[src/rtl/fault_flag_pkg.sv]
package fault_flag_pkg;

  // ************************************************************
  // Register map
  // ************************************************************
  localparam logic [7:0] ADDR_SHORTED_STRING_FLAGS   = 8'h19;
  localparam logic [7:0] ADDR_FAULT_PIN_MASK_A       = 8'h1A;
  localparam logic [7:0] ADDR_FAULT_PIN_MASK_B       = 8'h1B;
  localparam logic [7:0] ADDR_CORE_DIAGNOSTIC_STATUS = 8'h1C;

  // ************************************************************
  // Field positions
  // ************************************************************
  // First mask register
  localparam int MA_SHORTED_STRING = 0;
  localparam int MA_THERMAL_WARN   = 1;
  localparam int MA_GROUND_SHORT   = 2;
  localparam int MA_OPEN_STRING    = 3;
  localparam int MA_BOOST_LOW      = 4;
  localparam logic [7:0] MASK_A_WRITABLE = 8'h1F;
  localparam logic [7:0] MASK_A_RESET    = 8'h02;

  // Second mask register, bits 3 to 0 unused
  localparam int MB_CURRENT_MISMATCH = 4;
  localparam int MB_SUPPLY_LOW       = 5;
  localparam int MB_PARITY_ERROR     = 6;
  localparam int MB_ON_TIME_MISMATCH = 7;
  localparam logic [7:0] MASK_B_WRITABLE = 8'hF0;
  localparam logic [7:0] MASK_B_RESET    = 8'h00;

  // Core diagnostic register
  localparam int DG_THERMAL_SHUTDOWN = 0;
  localparam int DG_THERMAL_WARN     = 1;
  localparam int DG_POWER_UP         = 2;
  localparam int DG_BOOST_HIGH       = 3;
  localparam int DG_BOOST_LOW        = 4;
  localparam int DG_REFERENCE_RANGE  = 5;
  localparam int DG_CURRENT_SET_GND  = 6;
  localparam int DG_TIMING_RESISTOR  = 7;
  localparam logic [7:0] DIAG_RESET      = 8'h04;
  localparam logic [7:0] SHORTED_RESET   = 8'h00;

  // ************************************************************
  // Timing
  // ************************************************************
  localparam int CLK_PERIOD_PS      = 4000;
  localparam int CLOCK_IDLE_TIME_NS = 1000;
  // Longest idle time, rounded down to whole cycles
  localparam int CLOCK_IDLE_CYCLES  =
    (CLOCK_IDLE_TIME_NS * 1000) / CLK_PERIOD_PS;

endpackage : fault_flag_pkg

[src/rtl/clock_watchdog.sv]
`timescale 1ns/1ns
`default_nettype none

module clock_watchdog #(
  parameter int IDLE_CYCLES = 250
) (
  input  wire logic clk_i,
  input  wire logic arst_n_i,
  input  wire logic osc_tick_i,
  input  wire logic osc_range_fault_i,
  output var  logic clock_error_o
);

  // ************************************************************
  // Activity watchdog
  // ************************************************************
  localparam int CW = $clog2(IDLE_CYCLES + 1);

  logic [CW-1:0] idle_count;

  generate
    if (IDLE_CYCLES < 2)
    begin : g_bad_idle
      $error("clock_watchdog: IDLE_CYCLES must be at least 2");
    end
  endgenerate

  // Count cycles with no tick from the oscillator monitor
  always_ff @(posedge clk_i or negedge arst_n_i)
  begin
    if (!arst_n_i)
      idle_count <= '0;
    else if (osc_tick_i)
      idle_count <= '0;
    else if (idle_count != CW'(IDLE_CYCLES))
      idle_count <= idle_count + CW'(1);
  end

  // Sticky error, only a power-on reset removes it
  always_ff @(posedge clk_i or negedge arst_n_i)
  begin
    if (!arst_n_i)
      clock_error_o <= 1'b0;
    else if (osc_range_fault_i || idle_count == CW'(IDLE_CYCLES))
      clock_error_o <= 1'b1;
  end

  chk_clock_error_sticky : assert property (
    @(posedge clk_i) disable iff (!arst_n_i)
    clock_error_o |=> clock_error_o)
    else $error("clock error dropped without reset");

  chk_clock_idle_limit : assert property (
    @(posedge clk_i) disable iff (!arst_n_i)
    (idle_count == CW'(IDLE_CYCLES)) |=> clock_error_o)
    else $error("idle clock not reported");

endmodule : clock_watchdog
`default_nettype wire

[src/rtl/fault_flag_mask_unit.sv]
`timescale 1ns/1ns
`default_nettype none

module fault_flag_mask_unit #(
  parameter int CHANNELS    = 6,
  parameter int IDLE_CYCLES = fault_flag_pkg::CLOCK_IDLE_CYCLES
) (
  input  wire logic                clk_i,
  input  wire logic                arst_n_i,
  // Register port from the serial management interface
  input  wire logic [7:0]          reg_addr_i,
  input  wire logic                reg_wr_i,
  input  wire logic [7:0]          reg_wdata_i,
  input  wire logic                reg_rd_i,
  output var  logic [7:0]          reg_rdata_o,
  // Analog detector levels, asynchronous
  input  wire logic [CHANNELS-1:0] shorted_string_det_i,
  input  wire logic                timing_resistor_det_i,
  input  wire logic                current_set_gnd_det_i,
  input  wire logic                reference_current_det_i,
  input  wire logic                boost_low_voltage_det_i,
  input  wire logic                boost_high_voltage_det_i,
  input  wire logic                thermal_warning_det_i,
  input  wire logic                thermal_shutdown_det_i,
  input  wire logic                osc_tick_i,
  input  wire logic                osc_range_det_i,
  // Flag summaries from neighbouring diagnostic logic, same clock
  input  wire logic                open_string_fault_i,
  input  wire logic                ground_short_fault_i,
  input  wire logic                on_time_mismatch_i,
  input  wire logic                parity_error_i,
  input  wire logic                supply_low_voltage_i,
  input  wire logic                current_mismatch_i,
  // Outputs
  output var  logic                fault_out_n_o,
  output var  logic                operation_halt_o,
  output var  logic                boost_disable_o
);

  import fault_flag_pkg::*;

  // ************************************************************
  // Declarations
  // ************************************************************
  localparam int NSYNC = CHANNELS + 9;

  logic [NSYNC-1:0]    sync_meta;
  logic [NSYNC-1:0]    sync_out;
  logic [CHANNELS-1:0] short_det;
  logic                rt_det;
  logic                iset_det;
  logic                reference_current_det;
  logic                buv_det;
  logic                bov_det;
  logic                otw_det;
  logic                ot_det;
  logic                osc_range_det;
  logic [CHANNELS-1:0] shorted_string_flags;
  logic [7:0]          fault_pin_mask_a;
  logic [7:0]          fault_pin_mask_b;
  logic [7:0]          core_diagnostic_status;
  logic [7:0]          next_diag;
  logic                clock_error;
  logic                rd_short;
  logic                rd_diag;
  logic                any_unmasked;
  logic                iset_latched;

  generate
    if (CHANNELS < 1 || CHANNELS > 8)
    begin : g_bad_channels
      $error("fault_flag_mask_unit: CHANNELS must be 1 to 8");
    end
  endgenerate

  // ************************************************************
  // Input synchronisers
  // ************************************************************
  // Two flops; only the second stage feeds the logic
  always_ff @(posedge clk_i or negedge arst_n_i)
  begin
    if (!arst_n_i)
    begin
      sync_meta <= '0;
      sync_out  <= '0;
    end
    else
    begin
      sync_meta <= {osc_range_det_i, thermal_shutdown_det_i,
                    thermal_warning_det_i, boost_high_voltage_det_i,
                    boost_low_voltage_det_i, reference_current_det_i,
                    current_set_gnd_det_i, timing_resistor_det_i,
                    osc_tick_i, shorted_string_det_i};
      sync_out  <= sync_meta;
    end
  end

  assign short_det     = sync_out[CHANNELS-1:0];
  assign rt_det        = sync_out[CHANNELS+1];
  assign iset_det      = sync_out[CHANNELS+2];
  assign reference_current_det      = sync_out[CHANNELS+3];
  assign buv_det       = sync_out[CHANNELS+4];
  assign bov_det       = sync_out[CHANNELS+5];
  assign otw_det       = sync_out[CHANNELS+6];
  assign ot_det        = sync_out[CHANNELS+7];
  assign osc_range_det = sync_out[CHANNELS+8];

  assign rd_short = reg_rd_i && reg_addr_i == ADDR_SHORTED_STRING_FLAGS;
  assign rd_diag  = reg_rd_i && reg_addr_i == ADDR_CORE_DIAGNOSTIC_STATUS;

  // ************************************************************
  // Clock watchdog
  // ************************************************************
  clock_watchdog #(
    .IDLE_CYCLES (IDLE_CYCLES)
  ) u_clock_watchdog (
    .clk_i             (clk_i),
    .arst_n_i          (arst_n_i),
    .osc_tick_i        (sync_out[CHANNELS]),
    .osc_range_fault_i (osc_range_det),
    .clock_error_o     (clock_error)
  );

  // ************************************************************
  // Shorted-string flags
  // ************************************************************
  // Detection in the read cycle wins so no event is lost
  generate
    for (genvar ch = 0; ch < CHANNELS; ch++)
    begin : g_short
      always_ff @(posedge clk_i or negedge arst_n_i)
      begin
        if (!arst_n_i)
          shorted_string_flags[ch] <= SHORTED_RESET[ch];
        else if (short_det[ch])
          shorted_string_flags[ch] <= 1'b1;
        else if (rd_short)
          shorted_string_flags[ch] <= 1'b0;
      end
    end
  endgenerate

  // ************************************************************
  // Mask registers
  // ************************************************************
  // Unused and reserved bits stay zero whatever is written
  always_ff @(posedge clk_i or negedge arst_n_i)
  begin
    if (!arst_n_i)
    begin
      fault_pin_mask_a <= MASK_A_RESET;
      fault_pin_mask_b <= MASK_B_RESET;
    end
    else if (reg_wr_i)
    begin
      if (reg_addr_i == ADDR_FAULT_PIN_MASK_A)
        fault_pin_mask_a <= reg_wdata_i & MASK_A_WRITABLE;
      if (reg_addr_i == ADDR_FAULT_PIN_MASK_B)
        fault_pin_mask_b <= reg_wdata_i & MASK_B_WRITABLE;
    end
  end

  // ************************************************************
  // Core diagnostic register
  // ************************************************************
  // Read clears all but the current-set bit; new detection wins
  always_comb
  begin
    next_diag = rd_diag ? (core_diagnostic_status
                           & (8'h01 << DG_CURRENT_SET_GND))
                        : core_diagnostic_status;
    if (rd_diag)
      next_diag[DG_POWER_UP] = 1'b0;
    if (rt_det)
      next_diag[DG_TIMING_RESISTOR] = 1'b1;
    if (iset_det)
      next_diag[DG_CURRENT_SET_GND] = 1'b1;
    if (reference_current_det)
      next_diag[DG_REFERENCE_RANGE] = 1'b1;
    if (buv_det)
      next_diag[DG_BOOST_LOW] = 1'b1;
    if (bov_det)
      next_diag[DG_BOOST_HIGH] = 1'b1;
    if (otw_det)
      next_diag[DG_THERMAL_WARN] = 1'b1;
    if (ot_det)
      next_diag[DG_THERMAL_SHUTDOWN] = 1'b1;
  end

  always_ff @(posedge clk_i or negedge arst_n_i)
  begin
    if (!arst_n_i)
      core_diagnostic_status <= DIAG_RESET;
    else
      core_diagnostic_status <= next_diag;
  end

  // ************************************************************
  // Operation control
  // ************************************************************
  // Ground short on the current-set pin latches until power cycles
  always_ff @(posedge clk_i or negedge arst_n_i)
  begin
    if (!arst_n_i)
      iset_latched <= 1'b0;
    else if (iset_det)
      iset_latched <= 1'b1;
  end

  // Halt follows the live range faults so operation resumes later; a current-set short holds it until power-on reset
  always_ff @(posedge clk_i or negedge arst_n_i)
  begin
    if (!arst_n_i)
    begin
      operation_halt_o <= 1'b0;
      boost_disable_o  <= 1'b0;
    end
    else
    begin
      operation_halt_o <= rt_det || reference_current_det
                          || iset_det || iset_latched;
      boost_disable_o  <= buv_det;
    end
  end

  // ************************************************************
  // Fault pin
  // ************************************************************
  // Each fault class gated by its mask bit; hard faults never masked
  assign any_unmasked =
      (|shorted_string_flags && !fault_pin_mask_a[MA_SHORTED_STRING])
    || (core_diagnostic_status[DG_THERMAL_WARN]
        && !fault_pin_mask_a[MA_THERMAL_WARN])
    || (ground_short_fault_i
        && !fault_pin_mask_a[MA_GROUND_SHORT])
    || (open_string_fault_i
        && !fault_pin_mask_a[MA_OPEN_STRING])
    || (core_diagnostic_status[DG_BOOST_LOW]
        && !fault_pin_mask_a[MA_BOOST_LOW])
    || (current_mismatch_i
        && !fault_pin_mask_b[MB_CURRENT_MISMATCH])
    || (supply_low_voltage_i
        && !fault_pin_mask_b[MB_SUPPLY_LOW])
    || (parity_error_i
        && !fault_pin_mask_b[MB_PARITY_ERROR])
    || (on_time_mismatch_i
        && !fault_pin_mask_b[MB_ON_TIME_MISMATCH])
    || core_diagnostic_status[DG_TIMING_RESISTOR]
    || core_diagnostic_status[DG_CURRENT_SET_GND]
    || core_diagnostic_status[DG_REFERENCE_RANGE]
    || core_diagnostic_status[DG_BOOST_HIGH]
    || core_diagnostic_status[DG_THERMAL_SHUTDOWN]
    || clock_error;

  // Pin is registered; the power-up bit alone does not pull it
  always_ff @(posedge clk_i or negedge arst_n_i)
  begin
    if (!arst_n_i)
      fault_out_n_o <= 1'b1;
    else
      fault_out_n_o <= !any_unmasked;
  end

  // ************************************************************
  // Read data
  // ************************************************************
  // Data shows the value before the read-clear of the same cycle
  always_ff @(posedge clk_i or negedge arst_n_i)
  begin
    if (!arst_n_i)
      reg_rdata_o <= 8'h00;
    else if (reg_rd_i)
    begin
      case (reg_addr_i)
        ADDR_SHORTED_STRING_FLAGS:
          reg_rdata_o <= 8'(shorted_string_flags);
        ADDR_FAULT_PIN_MASK_A:       reg_rdata_o <= fault_pin_mask_a;
        ADDR_FAULT_PIN_MASK_B:       reg_rdata_o <= fault_pin_mask_b;
        ADDR_CORE_DIAGNOSTIC_STATUS: reg_rdata_o <= core_diagnostic_status;
        default:                     reg_rdata_o <= 8'h00;
      endcase
    end
  end

  // ************************************************************
  // Checks
  // ************************************************************
  chk_short_set_flag : assert property (
    @(posedge clk_i) disable iff (!arst_n_i)
    (short_det != '0) |=>
      ((shorted_string_flags & $past(short_det)) == $past(short_det)))
    else $error("shorted-string detection not flagged");

  chk_short_read_clear : assert property (
    @(posedge clk_i) disable iff (!arst_n_i)
    (rd_short && short_det == '0) |=> (shorted_string_flags == '0))
    else $error("shorted-string flags not cleared by read");

  chk_pin_follows_faults : assert property (
    @(posedge clk_i) disable iff (!arst_n_i)
    any_unmasked |=> !fault_out_n_o)
    else $error("unmasked fault did not drive pin low");

  chk_pin_release : assert property (
    @(posedge clk_i) disable iff (!arst_n_i)
    !any_unmasked |=> fault_out_n_o)
    else $error("pin low with no unmasked fault");

  chk_warn_masked : assert property (
    @(posedge clk_i) disable iff (!arst_n_i)
    (fault_pin_mask_a[MA_THERMAL_WARN] && core_diagnostic_status == 8'h02
     && shorted_string_flags == '0 && !clock_error
     && !open_string_fault_i && !ground_short_fault_i
     && !current_mismatch_i && !supply_low_voltage_i
     && !parity_error_i && !on_time_mismatch_i) |=> fault_out_n_o)
    else $error("masked thermal warning drove pin");

  chk_boost_uv_masked : assert property (
    @(posedge clk_i) disable iff (!arst_n_i)
    (fault_pin_mask_a[MA_BOOST_LOW] && core_diagnostic_status == 8'h10
     && shorted_string_flags == '0 && !clock_error
     && !open_string_fault_i && !ground_short_fault_i
     && !current_mismatch_i && !supply_low_voltage_i
     && !parity_error_i && !on_time_mismatch_i) |=> fault_out_n_o)
    else $error("masked boost undervoltage drove pin");

  chk_iset_read_only : assert property (
    @(posedge clk_i) disable iff (!arst_n_i)
    core_diagnostic_status[DG_CURRENT_SET_GND]
      |=> core_diagnostic_status[DG_CURRENT_SET_GND] && operation_halt_o)
    else $error("current-set fault bit or halt dropped");

  chk_power_up_clear : assert property (
    @(posedge clk_i) disable iff (!arst_n_i)
    rd_diag |=> !core_diagnostic_status[DG_POWER_UP])
    else $error("power-up bit survived a read");

  chk_boost_disable : assert property (
    @(posedge clk_i) disable iff (!arst_n_i)
    buv_det |=> boost_disable_o && core_diagnostic_status[DG_BOOST_LOW])
    else $error("boost undervoltage not acted on");

  chk_clock_error_pin : assert property (
    @(posedge clk_i) disable iff (!arst_n_i)
    clock_error |=> !fault_out_n_o)
    else $error("clock error did not drive pin low");

endmodule : fault_flag_mask_unit
`default_nettype wire

[config.mk]
export PLATFORM = sky130hd
export DESIGN_NAME = fault_flag_mask_unit
export DESIGN_NICKNAME = d
export VERILOG_FILES = /design/src/rtl/fault_flag_pkg.sv /design/src/rtl/clock_watchdog.sv /design/src/rtl/fault_flag_mask_unit.sv
export SDC_FILE = /design/constraint.sdc
export NUM_CORES = 1
export LEC_CHECK = 0
export BUFFER_PORTS_ARGS = -buffer_cell sky130_fd_sc_hd__buf_2
export CAP_MARGIN = 0
export CORE_AREA = 2 2 78 80
export DETAILED_ROUTE_END_ITERATION = 8
export DIE_AREA = 0 0 80 82
export MAX_ROUTING_LAYER = met4
export PLACE_DENSITY = 0.73
export SYNTH_ARGS = -nofsm -noshare
export SYNTH_HDL_FRONTEND = slang
export SYNTH_SLANG_ARGS = --single-unit
[constraint.sdc]
create_clock -name clk_i -period 1.2 [get_ports clk_i]
set_input_delay 0.24 -clock clk_i [delete_from_list [all_inputs] [get_ports clk_i]]
set_output_delay 0.24 -clock clk_i [all_outputs]
set_load 0.1 [all_outputs]
Yosys cells after proc, flatten, opt, wreduce, memory -nomap -nowiden
Index checks and enable logic that the tools add are counted.

word-level totals
  logic and storage cells = 106
  output and inout bits = 11
  input port bits = 41
  flip-flop bits (word level) = 74

cells by class
  add/sub/neg operators = 1
  equal/unequal tests = 6
  reduce and logical (&&, ||, !) cells = 55
  multiplexer cells = 19

operators with widths
  kind                 number
  $eq 8x5->1 const B   4
  $pmux 8 s4           1
  $reduce_bool 2->1    13
  $mux 8               3
  $logic_or 1x1->1     18
  $mux 1               15
  $logic_and 1x1->1    11
  $logic_not 1->1      10
  $add 8x1->8 const B  1
  $eq 8x8->1 const B   1
  $ne 8x8->1 const B   1
  $reduce_or 6->1      1
  $reduce_and 2->1     2

Depth between registers and ports, before layout
Gate-level depths: netlist (run 1).

  word-level depth = 17
  depth in mapped cells = 7
  depth with buffers taken out = 6

Modules after synthesis
From an unflattened synthesis (run 1), not the netlist that was laid out.

unflattened totals
  cell total of the unflattened synthesis = 209
  area total of the unflattened synthesis = 2768.9 µm²

modules (own cells, without submodules)
  module                cells an instance  area each (µm²)  seq. area each (µm²)  times used
  fault_flag_mask_unit  164                2328.5           1605.3                1
  clock_watchdog        45                 440.4            225.2                 1

Worst setup path before layout (run 1)
Ideal clock, no wire load.

  path type = input-to-reg
  start point = in reg_addr_i[5]
  end point = reg fault_pin_mask_a[0]
  buffers on the path = 0
  library setup time = 0.125 ns
  slack = -0.348 ns
  stages = 4
  data arrival time = 1.423 ns
  path through = nor4b_4 > nand2_2 > nor4_4 > mux2_2

between the ends
  longest elaborated chain between the ends = 2

RTL lines
  element                     line                         RTL
  start, declared             fault_flag_mask_unit.sv:11   input wire logic [7:0] reg_addr_i,
  $eq 8x5->1                  fault_flag_mask_unit.sv:156  if (reg_addr_i == ADDR_FAULT_PIN_MASK_A)
  $reduce_and 2->1 (no line)  -
  end signal, assigned        fault_flag_mask_unit.sv:157  fault_pin_mask_a <= reg_wdata_i & MASK_A_WRITABLE;
  end, declared               fault_flag_mask_unit.sv:59   logic [7:0] fault_pin_mask_a;

Every way passes these cells.
A chain may end at the register's enable or synchronous reset.

Worst setup path after layout (run 1)
  start point = reg u_clock_watchdog.idle_count[0]
  end point = reg u_clock_watchdog.idle_count[0]

between the ends
  longest elaborated chain between the ends = 3

RTL lines
  element                 line                  RTL
  start, declared         clock_watchdog.sv:19  logic [CW-1:0] idle_count;
  start signal, assigned  clock_watchdog.sv:36  idle_count <= idle_count + CW'(1);
  $add 8x1->8             clock_watchdog.sv:36
  $mux 8                  clock_watchdog.sv:35  else if (idle_count != CW'(IDLE_CYCLES))
  $mux 8                  clock_watchdog.sv:33  else if (osc_tick_i)

Several ways; a longest one is shown, not always the timed one. The select of a mux whose other input is x is not followed.

==> results by stage, run 1 <==
Cells and area:
- The multi-input combinational cells in the finished layout cover a total of 996 um2.
- The ratio of cells with drive above 1 in the final layout is a little under half.
- The layout net count is around 350.
- 0 antenna diodes ended up in the layout.
- The combined flip-flop and latch cell area is about 0.0018 mm2.
- The area growth from synthesis to layout is 52.4%.
- The number of filler cells placed in the layout is between 300 and 400.
- The summed area of non-filler cells in the final layout is roughly 0.0041 mm2.

STA:
- The total count of hold-check failures in the final report is 0.
- Setup violations remaining at the end of the flow were counted as 17.
- The period utilization is 112%.
- Derived from the worst setup path, the maximum achievable clock frequency is 0.744 GHz.
- The worst pin sits at a relative slew slack of approximately 76%.
- The max-slew violation total from the final report is 0.
- After routing, the total negative slack on setup checks comes to -0.990 ns.
- For the finished layout, the period the worst path requires is 1.34 ns.
- The final hold slack is 0.137 ns.
- The clock arrives with roughly 0.010 ns of skew.
- The slew of the pin with the lowest slew margin is 0.366 ns.
- The final worst-path setup slack is -0.144 ns.
- Setup repair after global routing could not meet its margin everywhere.

Synthesis:
- The post-synthesis share of cell area spent on full adders, half adders and majority gates is less than 1%.
- The synthesized design contains 0 enable-type register cells.
- The biggest area contributor in the post-synthesis netlist is sky130_fd_sc_hd__dfrtp_1.
- The proportion of synthesized flip-flops having asynchronous set or reset is 100%.
- The share of the synthesized area in the top cell type is approximately 65%.
- Summing the areas of all xor and xnor instances in the mapped netlist gives under 10% of the synthesized area.
- The synthesized area per cell is approximately 14 um2.
- The most instantiated flip-flop cell in the synthesis netlist is sky130_fd_sc_hd__dfrtp_1.
- Of the post-synthesis cell area, the part taken by muxes is around 4.5%.
- After synthesis, the netlist uses between 40 and 50 different library cells.
- The mapped netlist covers 0.00271 mm2.
- The compound-cell area share of the yosys netlist is 11.6%.
- The combinational family with the most area after synthesis is compound AO/OA/AOI/OAI gates.
- Sequential cells were found to cover between 60% and 70% of the synthesized design area.
- Ranked by total cell area, the synthesized netlist is headed by sky130_fd_sc_hd__dfrtp_1 (65%), sky130_fd_sc_hd__mux2_2 (3.7%), sky130_fd_sc_hd__a21o_1 (3.6%), sky130_fd_sc_hd__dfstp_2 (2.9%), sky130_fd_sc_hd__a22oi_1 (2.2%).
- Synthesis handed over a netlist of 198 instances.
- During synthesis, Yosys emitted a total of 0 warnings.
- The simple-gate portion of the synthesized area is a little under an eighth.
- In this run, synthesis produced a sequential element count of 73.
- Counting every net in the synthesized netlist gives roughly 240.

Clocking:
- The root buffer cell chosen for the clock tree is sky130_fd_sc_hd__clkbuf_8.
- In this run the number of H-tree levels came out at 3.
- The clock tree from TritonCTS is built.
- The clock latency at the later pin of the worst-skew pair is 0.33 ns.
- The longest clock path from root to sink contains 2 buffers.
- Clock-pin slew was measured on the worst setup and hold paths at around 0.08 ns.
- The clock net in this run drives a total of 73 sinks.
- The number of buffers created by CTS is 9.

Pwr:
- Power spread over the standard cell area amounts to 1250 mW/mm2.
- For this design the static power due to leakage is 1.80 nW.
- IR analysis of the VDD net gives a maximum drop of 0.889 mV.

Floorplanning:
- The number of rows in the core area is 28.
- In this run the count of I/O pins placed on the die edge is 52.
- The initial utilization of the core area, before any placement, comes to a little under half.
- The area of the die is around 0.0066 mm2.
- The overall die height is ~82 um.
- The width of the chip is 80 um.
- The region available for standard cell placement spans 0.00575 mm2.

Critical path:
- For the worst setup path, the data arrival time is ~1.6 ns.
- The worst register-to-register path begins at u_clock_watchdog.idle_count[0].
- STA classifies the critical path endpoint as a flop.
- Along the worst path, the maximum fanout reaches 5.
- Following the worst setup path forward leads to its endpoint at u_clock_watchdog.idle_count[0].
- The source of the critical timing path is u_clock_watchdog.idle_count[0].
- For the worst flop-to-flop path, the logic depth is 6.
- The worst register-to-register path ends at u_clock_watchdog.idle_count[0].
- The worst-case register-to-register setup slack is -0.14 ns.
- The kind of launch point of the worst setup path is a flop.
- The required time reported for the critical path endpoint is around 1.4 ns.
- The critical path in this run is classified as flop to flop.

Worst hold path:
- The startpoint identified for the worst hold timing path is reg_wdata_i[2].
- The classification of the worst-slack hold path is input pin to flop.

Job:
- Across the run, the number of max-cap violations was 0.

GRT:
- Global routing finished with a remaining overflow of 0.
- The via count of the first global-routing pass was ~1900.
- The first global-routing pass estimated between 9000 and 10000 um of wire.
- Global routing used about a fifth of the available tracks.
- The initial antenna violation count is 0.
- The largest net degree at the start of global routing is 74.

Drt:
- The final routed DRC violation total is 0.
- Once detail routing completed, the nets flagged for antenna violations numbered 0.
- The routed via count divided by cell count is 5.13.
- The mean routed wirelength per cell is about 15 um.
- The total iterations of the first detailed-routing run is 6.
- The detailed router's first-iteration violation count is 150.
- Across all layers, the routed design uses ~2000 vias.
- The total length of routed wires is ~6000 um.

Run status:
- The flow ran to the end, but the final reports show violations.
- The final reports fail on negative setup slack.

Place:
- The worst slack at placement is -0.455 ns.
- The total placed instance area is about 0.0035 mm2.
- Routability-driven placement finished with a final weighted congestion of between 0.8 and 0.9.
- Once detailed placement completed, the half-perimeter wirelength came to about 4000 um.
- The count of input and output buffers is around 50.
registers in the layout, summed over array words and instances (netlist names), 4 cells and up:
name	flops
sync_meta	15
sync_out	15
core_diagnostic_status	8
reg_rdata_o	8
u_clock_watchdog.idle_count	8
shorted_string_flags	6
fault_pin_mask_a	5
fault_pin_mask_b	4
worst min-delay path by stage:
stage	endpoint	slack, ns	cells past startpoint
global route	fault_pin_mask_b[6]	0.12	2
CTS	sync_meta[9]	0.001	1
finish	fault_pin_mask_a[2]	0.14	2
floorplan	boost_disable_o	-0.06	0
detailed placement	sync_meta[12]	0.29	2
global placement	sync_meta[12]	0.29	2
layout make-up:
class / count / share of cell area (%)
clock buffer: 12 / 3.76
clock inverter: 4 / 1.82
inverter: 12 / 1.09
multi-input combinational: 107 / 24.1
sequential: 73 / 44.3
tap: 75 / 2.27
timing repair buffer: 107 / 22.7
worst max-delay path: stages (launching register included):
cell,delay (ns)
sky130_fd_sc_hd__dfrtp_1,0.38
sky130_fd_sc_hd__inv_1,0.06
sky130_fd_sc_hd__ha_1,0.15
sky130_fd_sc_hd__nand2_1,0.06
sky130_fd_sc_hd__or3_4,0.38
sky130_fd_sc_hd__xnor2_2,0.14
sky130_fd_sc_hd__nor2_1,0.05
stage by stage:
stage / instances / util [%] / total power [mW]
floorplan: 198 / - / 2.75
global placement: 347 / 60.3 / 2.96
detailed placement: 347 / 60.3 / 2.98
CTS: 381 / 69.1 / 5.20
global route: 390 / 71.9 / 5.40
finish: 390 / 71.9 / 5.18
placed cells by master (no fill, tap or decap), types with 3 or more instances in the layout:
cell / n
sky130_fd_sc_hd__nor4_4: 4
sky130_fd_sc_hd__buf_4: 31
sky130_fd_sc_hd__inv_1: 11
sky130_fd_sc_hd__buf_12: 12
sky130_fd_sc_hd__dlygate4sd3_1: 16
sky130_fd_sc_hd__nand2_1: 5
sky130_fd_sc_hd__clkbuf_8: 11
sky130_fd_sc_hd__dfstp_2: 3
sky130_fd_sc_hd__a21o_1: 13
sky130_fd_sc_hd__nand2b_1: 3
sky130_fd_sc_hd__a22oi_1: 5
sky130_fd_sc_hd__dfrtp_1: 70
sky130_fd_sc_hd__or3_1: 4
sky130_fd_sc_hd__buf_2: 38
sky130_fd_sc_hd__a22oi_2: 3
sky130_fd_sc_hd__nor3_2: 4
sky130_fd_sc_hd__mux2_4: 9
sky130_fd_sc_hd__nor2_1: 8
sky130_fd_sc_hd__xor2_1: 3
sky130_fd_sc_hd__buf_6: 10
sky130_fd_sc_hd__a21oi_1: 3
sky130_fd_sc_hd__a221o_1: 4
synthesized netlist by cell type (3+ instances only):
library cell	number
sky130_fd_sc_hd__or3_1	6
sky130_fd_sc_hd__o21ai_0	3
sky130_fd_sc_hd__dfstp_2	3
sky130_fd_sc_hd__a22oi_1	8
sky130_fd_sc_hd__xor2_1	3
sky130_fd_sc_hd__a21o_1	13
sky130_fd_sc_hd__dfrtp_1	70
sky130_fd_sc_hd__mux2_2	9
sky130_fd_sc_hd__a21oi_1	5
sky130_fd_sc_hd__clkbuf_1	4
sky130_fd_sc_hd__inv_1	11
sky130_fd_sc_hd__nand2b_1	3
sky130_fd_sc_hd__nor3_1	6
sky130_fd_sc_hd__a221o_1	4
sky130_fd_sc_hd__nand3_1	3
sky130_fd_sc_hd__nand2_1	5
sky130_fd_sc_hd__nor2_1	9
report_power, final:
part	internal [mW]	switching, mW	total, mW
logic	0.226	0.215	0.442
registers	2.54	0.0424	2.58
clock network	1.29	0.875	2.16
total	4.05	1.13	5.18
repair_timing:
item,CTS,global route
pin swaps,11,12
buffers inserted,5,6
setup endpoints to repair,29,37
resized for setup,22,18
hold buffers,13,3
hold endpoints to repair,82,3
cell families after synthesis:
kind of cell,count (synthesis)
flops,73
simple gates,48
compound gates,42
buf+inv,18
mux,11
xor+xnor,4
fa+ha+maj,2
per-layer routing:
metal / up-vias / GRT usage (%) / share of wire, %
li1: 931 / - / -
met1: 995 / 25.3 / 43
met2: 67 / 32.2 / 51
met3: 8 / 5.16 / 4.8
met4: 0 / 7.63 / 1.1
met5: - / - / 0
Note: power is estimated with default switching activity, not from simulation.
==> inputs of run 2 (changes only) <==
- RECOVER_POWER: not set -> 100
==> results by stage, run 2 (synthesis gave the netlist of run 1 again) <==
STA:
- The clock tree skew after final layout came to 0.0104 ns (about the same).
- The fmax was 0.744 GHz (unchanged).
- The final total negative setup slack is -1.86 ns (was -0.990 ns).
- The slew of the pin with the lowest slew margin is 0.619 ns (was 0.366 ns).
- The clock period minus worst slack is 1.34 ns (unchanged).
- Unrepaired setup endpoints after global routing: true (unchanged).
- The final worst-path setup slack is -0.144 ns (unchanged).
- The relative slew slack is 58.7% (was 75.6%).
- The total count of hold-check failures in the final report came to 0 (unchanged).
- The max-slew violation total from the final report is 0 (unchanged).
- The final hold slack is 0.137 ns (about the same).
- The period utilization was 112% (unchanged).
- The total setup violations reported at the end of the flow was 24 (was 17).

Critical path:
- The cell type of the slowest stage on the worst timing path is sky130_fd_sc_hd__dfrtp_1 (unchanged).
- The maximum fanout along the worst path is 5 (unchanged).
- Chain of cells forming the critical path: inv_1 > ha_1 > nand2_1 > or3_4 > xnor2_2 > nor2_1 (unchanged).
- The combined buffer and inverter count along the critical path is 1 (unchanged).
- The worst setup path category is flop to flop (unchanged).
- The worst stage delay on the critical path is 0.38 ns (about the same).
- The data arrival at the endpoint of the critical path came to 1.55 ns (about the same).
- The kind of launch point of the worst setup path was a flop (unchanged).
- The required time reported for the critical path endpoint is 1.41 ns (about the same).
- The family of cells with the greatest summed delay on the critical path is simple AND/OR/NAND/NOR gates (unchanged).
- The kind of end point of the critical path is a flop (unchanged).

Clocking:
- The maximum clock insertion buffer count is 2 (unchanged).
- The number of levels the H-tree was split into is 3 (unchanged).
- The clock latency at the later pin of the worst-skew pair is 0.33 ns (about the same).
- The clock input transition at the sequential cells of the worst setup and hold paths is 0.08 ns (about the same).
- The master cell of the clock root buffer is sky130_fd_sc_hd__clkbuf_8 (unchanged).
- The number of buffers created by CTS came to 9 (unchanged).
- The clock tree from TritonCTS is built (unchanged).
- The CTS sink count is 73 (unchanged).

Cells and area:
- The layout net count is 353 (unchanged).
- The number of filler cells placed in the layout was 398 (was 392).
- The share of the core filled with cells is 71.4% (was 71.9%).
- The antenna diode count was 0 (unchanged).
- Biggest regs: sync_meta x15, sync_out x15 (unchanged).
- The summed area of non-filler cells in the final layout was 0.00410 mm2 (was 0.00413 mm2).
- Commonest cells after routing, fill and taps aside: sky130_fd_sc_hd__dfrtp_1 (70), sky130_fd_sc_hd__buf_2 (38), sky130_fd_sc_hd__buf_4 (29), sky130_fd_sc_hd__dlygate4sd3_1 (16), sky130_fd_sc_hd__a21o_1 (13) (was sky130_fd_sc_hd__dfrtp_1 (70), sky130_fd_sc_hd__buf_2 (38), sky130_fd_sc_hd__buf_4 (31), sky130_fd_sc_hd__dlygate4sd3_1 (16), sky130_fd_sc_hd__a21o_1 (13)).
- The ratio of cells with drive above 1 in the final layout came to 46.7% (unchanged).
- The most frequent standard cell in the layout excluding fill and tap cells is sky130_fd_sc_hd__dfrtp_1 (unchanged).
- The non-filler instance count after layout came to 390 (unchanged).
- The synthesis-to-layout area growth is 51.3% (was 52.4%).

Pwr:
- The final total power is 5.17 mW (was 5.18 mW).
- The leakage power figure came to 1.79 nW (was 1.80 nW).
- The worst vdd rail ir drop is 0.889 mV (about the same).
- The power density over the cells is 1260 mW/mm2 (was 1250 mW/mm2).

Place:
- The placed wire-length estimate came to 4020 um (unchanged).
- The total placed instance area came to 0.00346 mm2 (unchanged).
- The worst slack at placement was -0.455 ns (unchanged).
- The weighted congestion reported at the end of routability-driven placement is 0.875 (unchanged).
- The count of input and output buffers is 51 (unchanged).
- The total instance count after detailed placement is 347 (unchanged).

Drt:
- The total iterations of the first detailed-routing run is 4 (was 6).
- The routed via count divided by cell count was 5.10 (was 5.13).
- The detailed router's first-iteration violation count is 147 (was 150).
- The antenna violation net count after detailed routing is 0 (unchanged).
- The via count is 1989 (was 2001).
- The final routed DRC violation total came to 0 (unchanged).
- The total length of routed wires is 6020 um (was 6000 um).
- The mean routed wirelength per cell was 15.4 um (about the same).

Floorplanning:
- The number of rows in the core area came to 28 (unchanged).
- The width of the chip is 80 um (unchanged).
- The area of the die came to 0.00656 mm2 (unchanged).
- The placeable core area is 0.00575 mm2 (unchanged).
- The overall die height was 82 um (unchanged).
- The initial core utilization is 47.2% (unchanged).
- The number of top-level pins is 52 (unchanged).

GRT:
- The initial antenna violation count came to 0 (unchanged).
- The via count of the first global-routing pass is 1947 (unchanged).
- The leftover overflow at the end of global routing was 0 (unchanged).
- The largest net degree at the start of global routing was 74 (unchanged).
- The global-route wire length before repair is 9540 um (unchanged).
- The global routing usage summed across all routing layers was 20.2% (unchanged).

Run status:
- Failing checks: negative setup slack (unchanged).
- Result of the run: finished, violations left (unchanged).

Job:
- The total of max-cap violations is 0 (unchanged).

Worst hold path:
- The classification of the worst-slack hold path is input pin to flop (unchanged).
## run 2: cell types whose count changed in the layout (fill, tap and decap cells not counted), sizes merged
| cell | before | now |
|---|---|---|
| buf | 91 | 89 |
| clkbuf | 12 | 14 |
## run 2: report_power, final
part,switching (mW),internal (mW)
Sequential,0.0429,2.54
Clock,0.875,1.29
Combinational,0.212,0.221
Total,1.13,4.04
## run 2: area by class of cell
cell class / count / area [um2] / area share [%]
timing repair buffer: 107 / 915 / 22.3
tap: 75 / 93.8 / 2.29
inverter: 12 / 45.0 / 1.10
clock buffer: 12 / 155 / 3.78
sequential: 73 / 1830 / 44.6
clock inverter: 4 / 75.1 / 1.83
multi-input combinational: 107 / 987 / 24.1
## run 2: repair_timing
action | CTS | global route
hold buffers | 13 | 3
setup buffers | 5 | 6
pin swaps | 11 | 12
setup endpoints to repair | 29 | 37
gates resized for setup | 22 | 18
gates cloned | 0 | 0
endpoints found under the hold margin | 82 | 3
## run 2: worst paths after layout
kind	startpoint	to	slack [ns]	depth (start not counted)
worst max-delay path	u_clock_watchdog.idle_count[0]	u_clock_watchdog.idle_count[0]	-0.14	6
worst min-delay path	reg_wdata_i[2]	fault_pin_mask_a[2]	0.14	2
worst max register to register	u_clock_watchdog.idle_count[0]	u_clock_watchdog.idle_count[0]	-0.14	6
worst min register to register	sync_meta[5]	sync_out[5]	0.34	0
max in group asynchronous	arst_n_i	sync_out[4]	0.23	3
min in group asynchronous	arst_n_i	u_clock_watchdog.idle_count[1]	0.53	3
## run 2: worst register-to-register path, delay by kind of cell (launching register included)
family | cells | cell delay [ns]
flip-flops | 1 | 0.38
adder cells (fa/ha/maj) | 1 | 0.15
XOR/XNOR | 1 | 0.14
AND/OR/NAND/NOR | 3 | 0.49
buffers and inverters | 1 | 0.06
## run 2: layer usage
metal	global-route usage, %	up-vias	wire length (um)
met5	-	-	0
met2	32.2	58	3090
li1	-	934	-
met3	5.16	8	282
met1	25.3	989	2580
met4	7.63	0	69
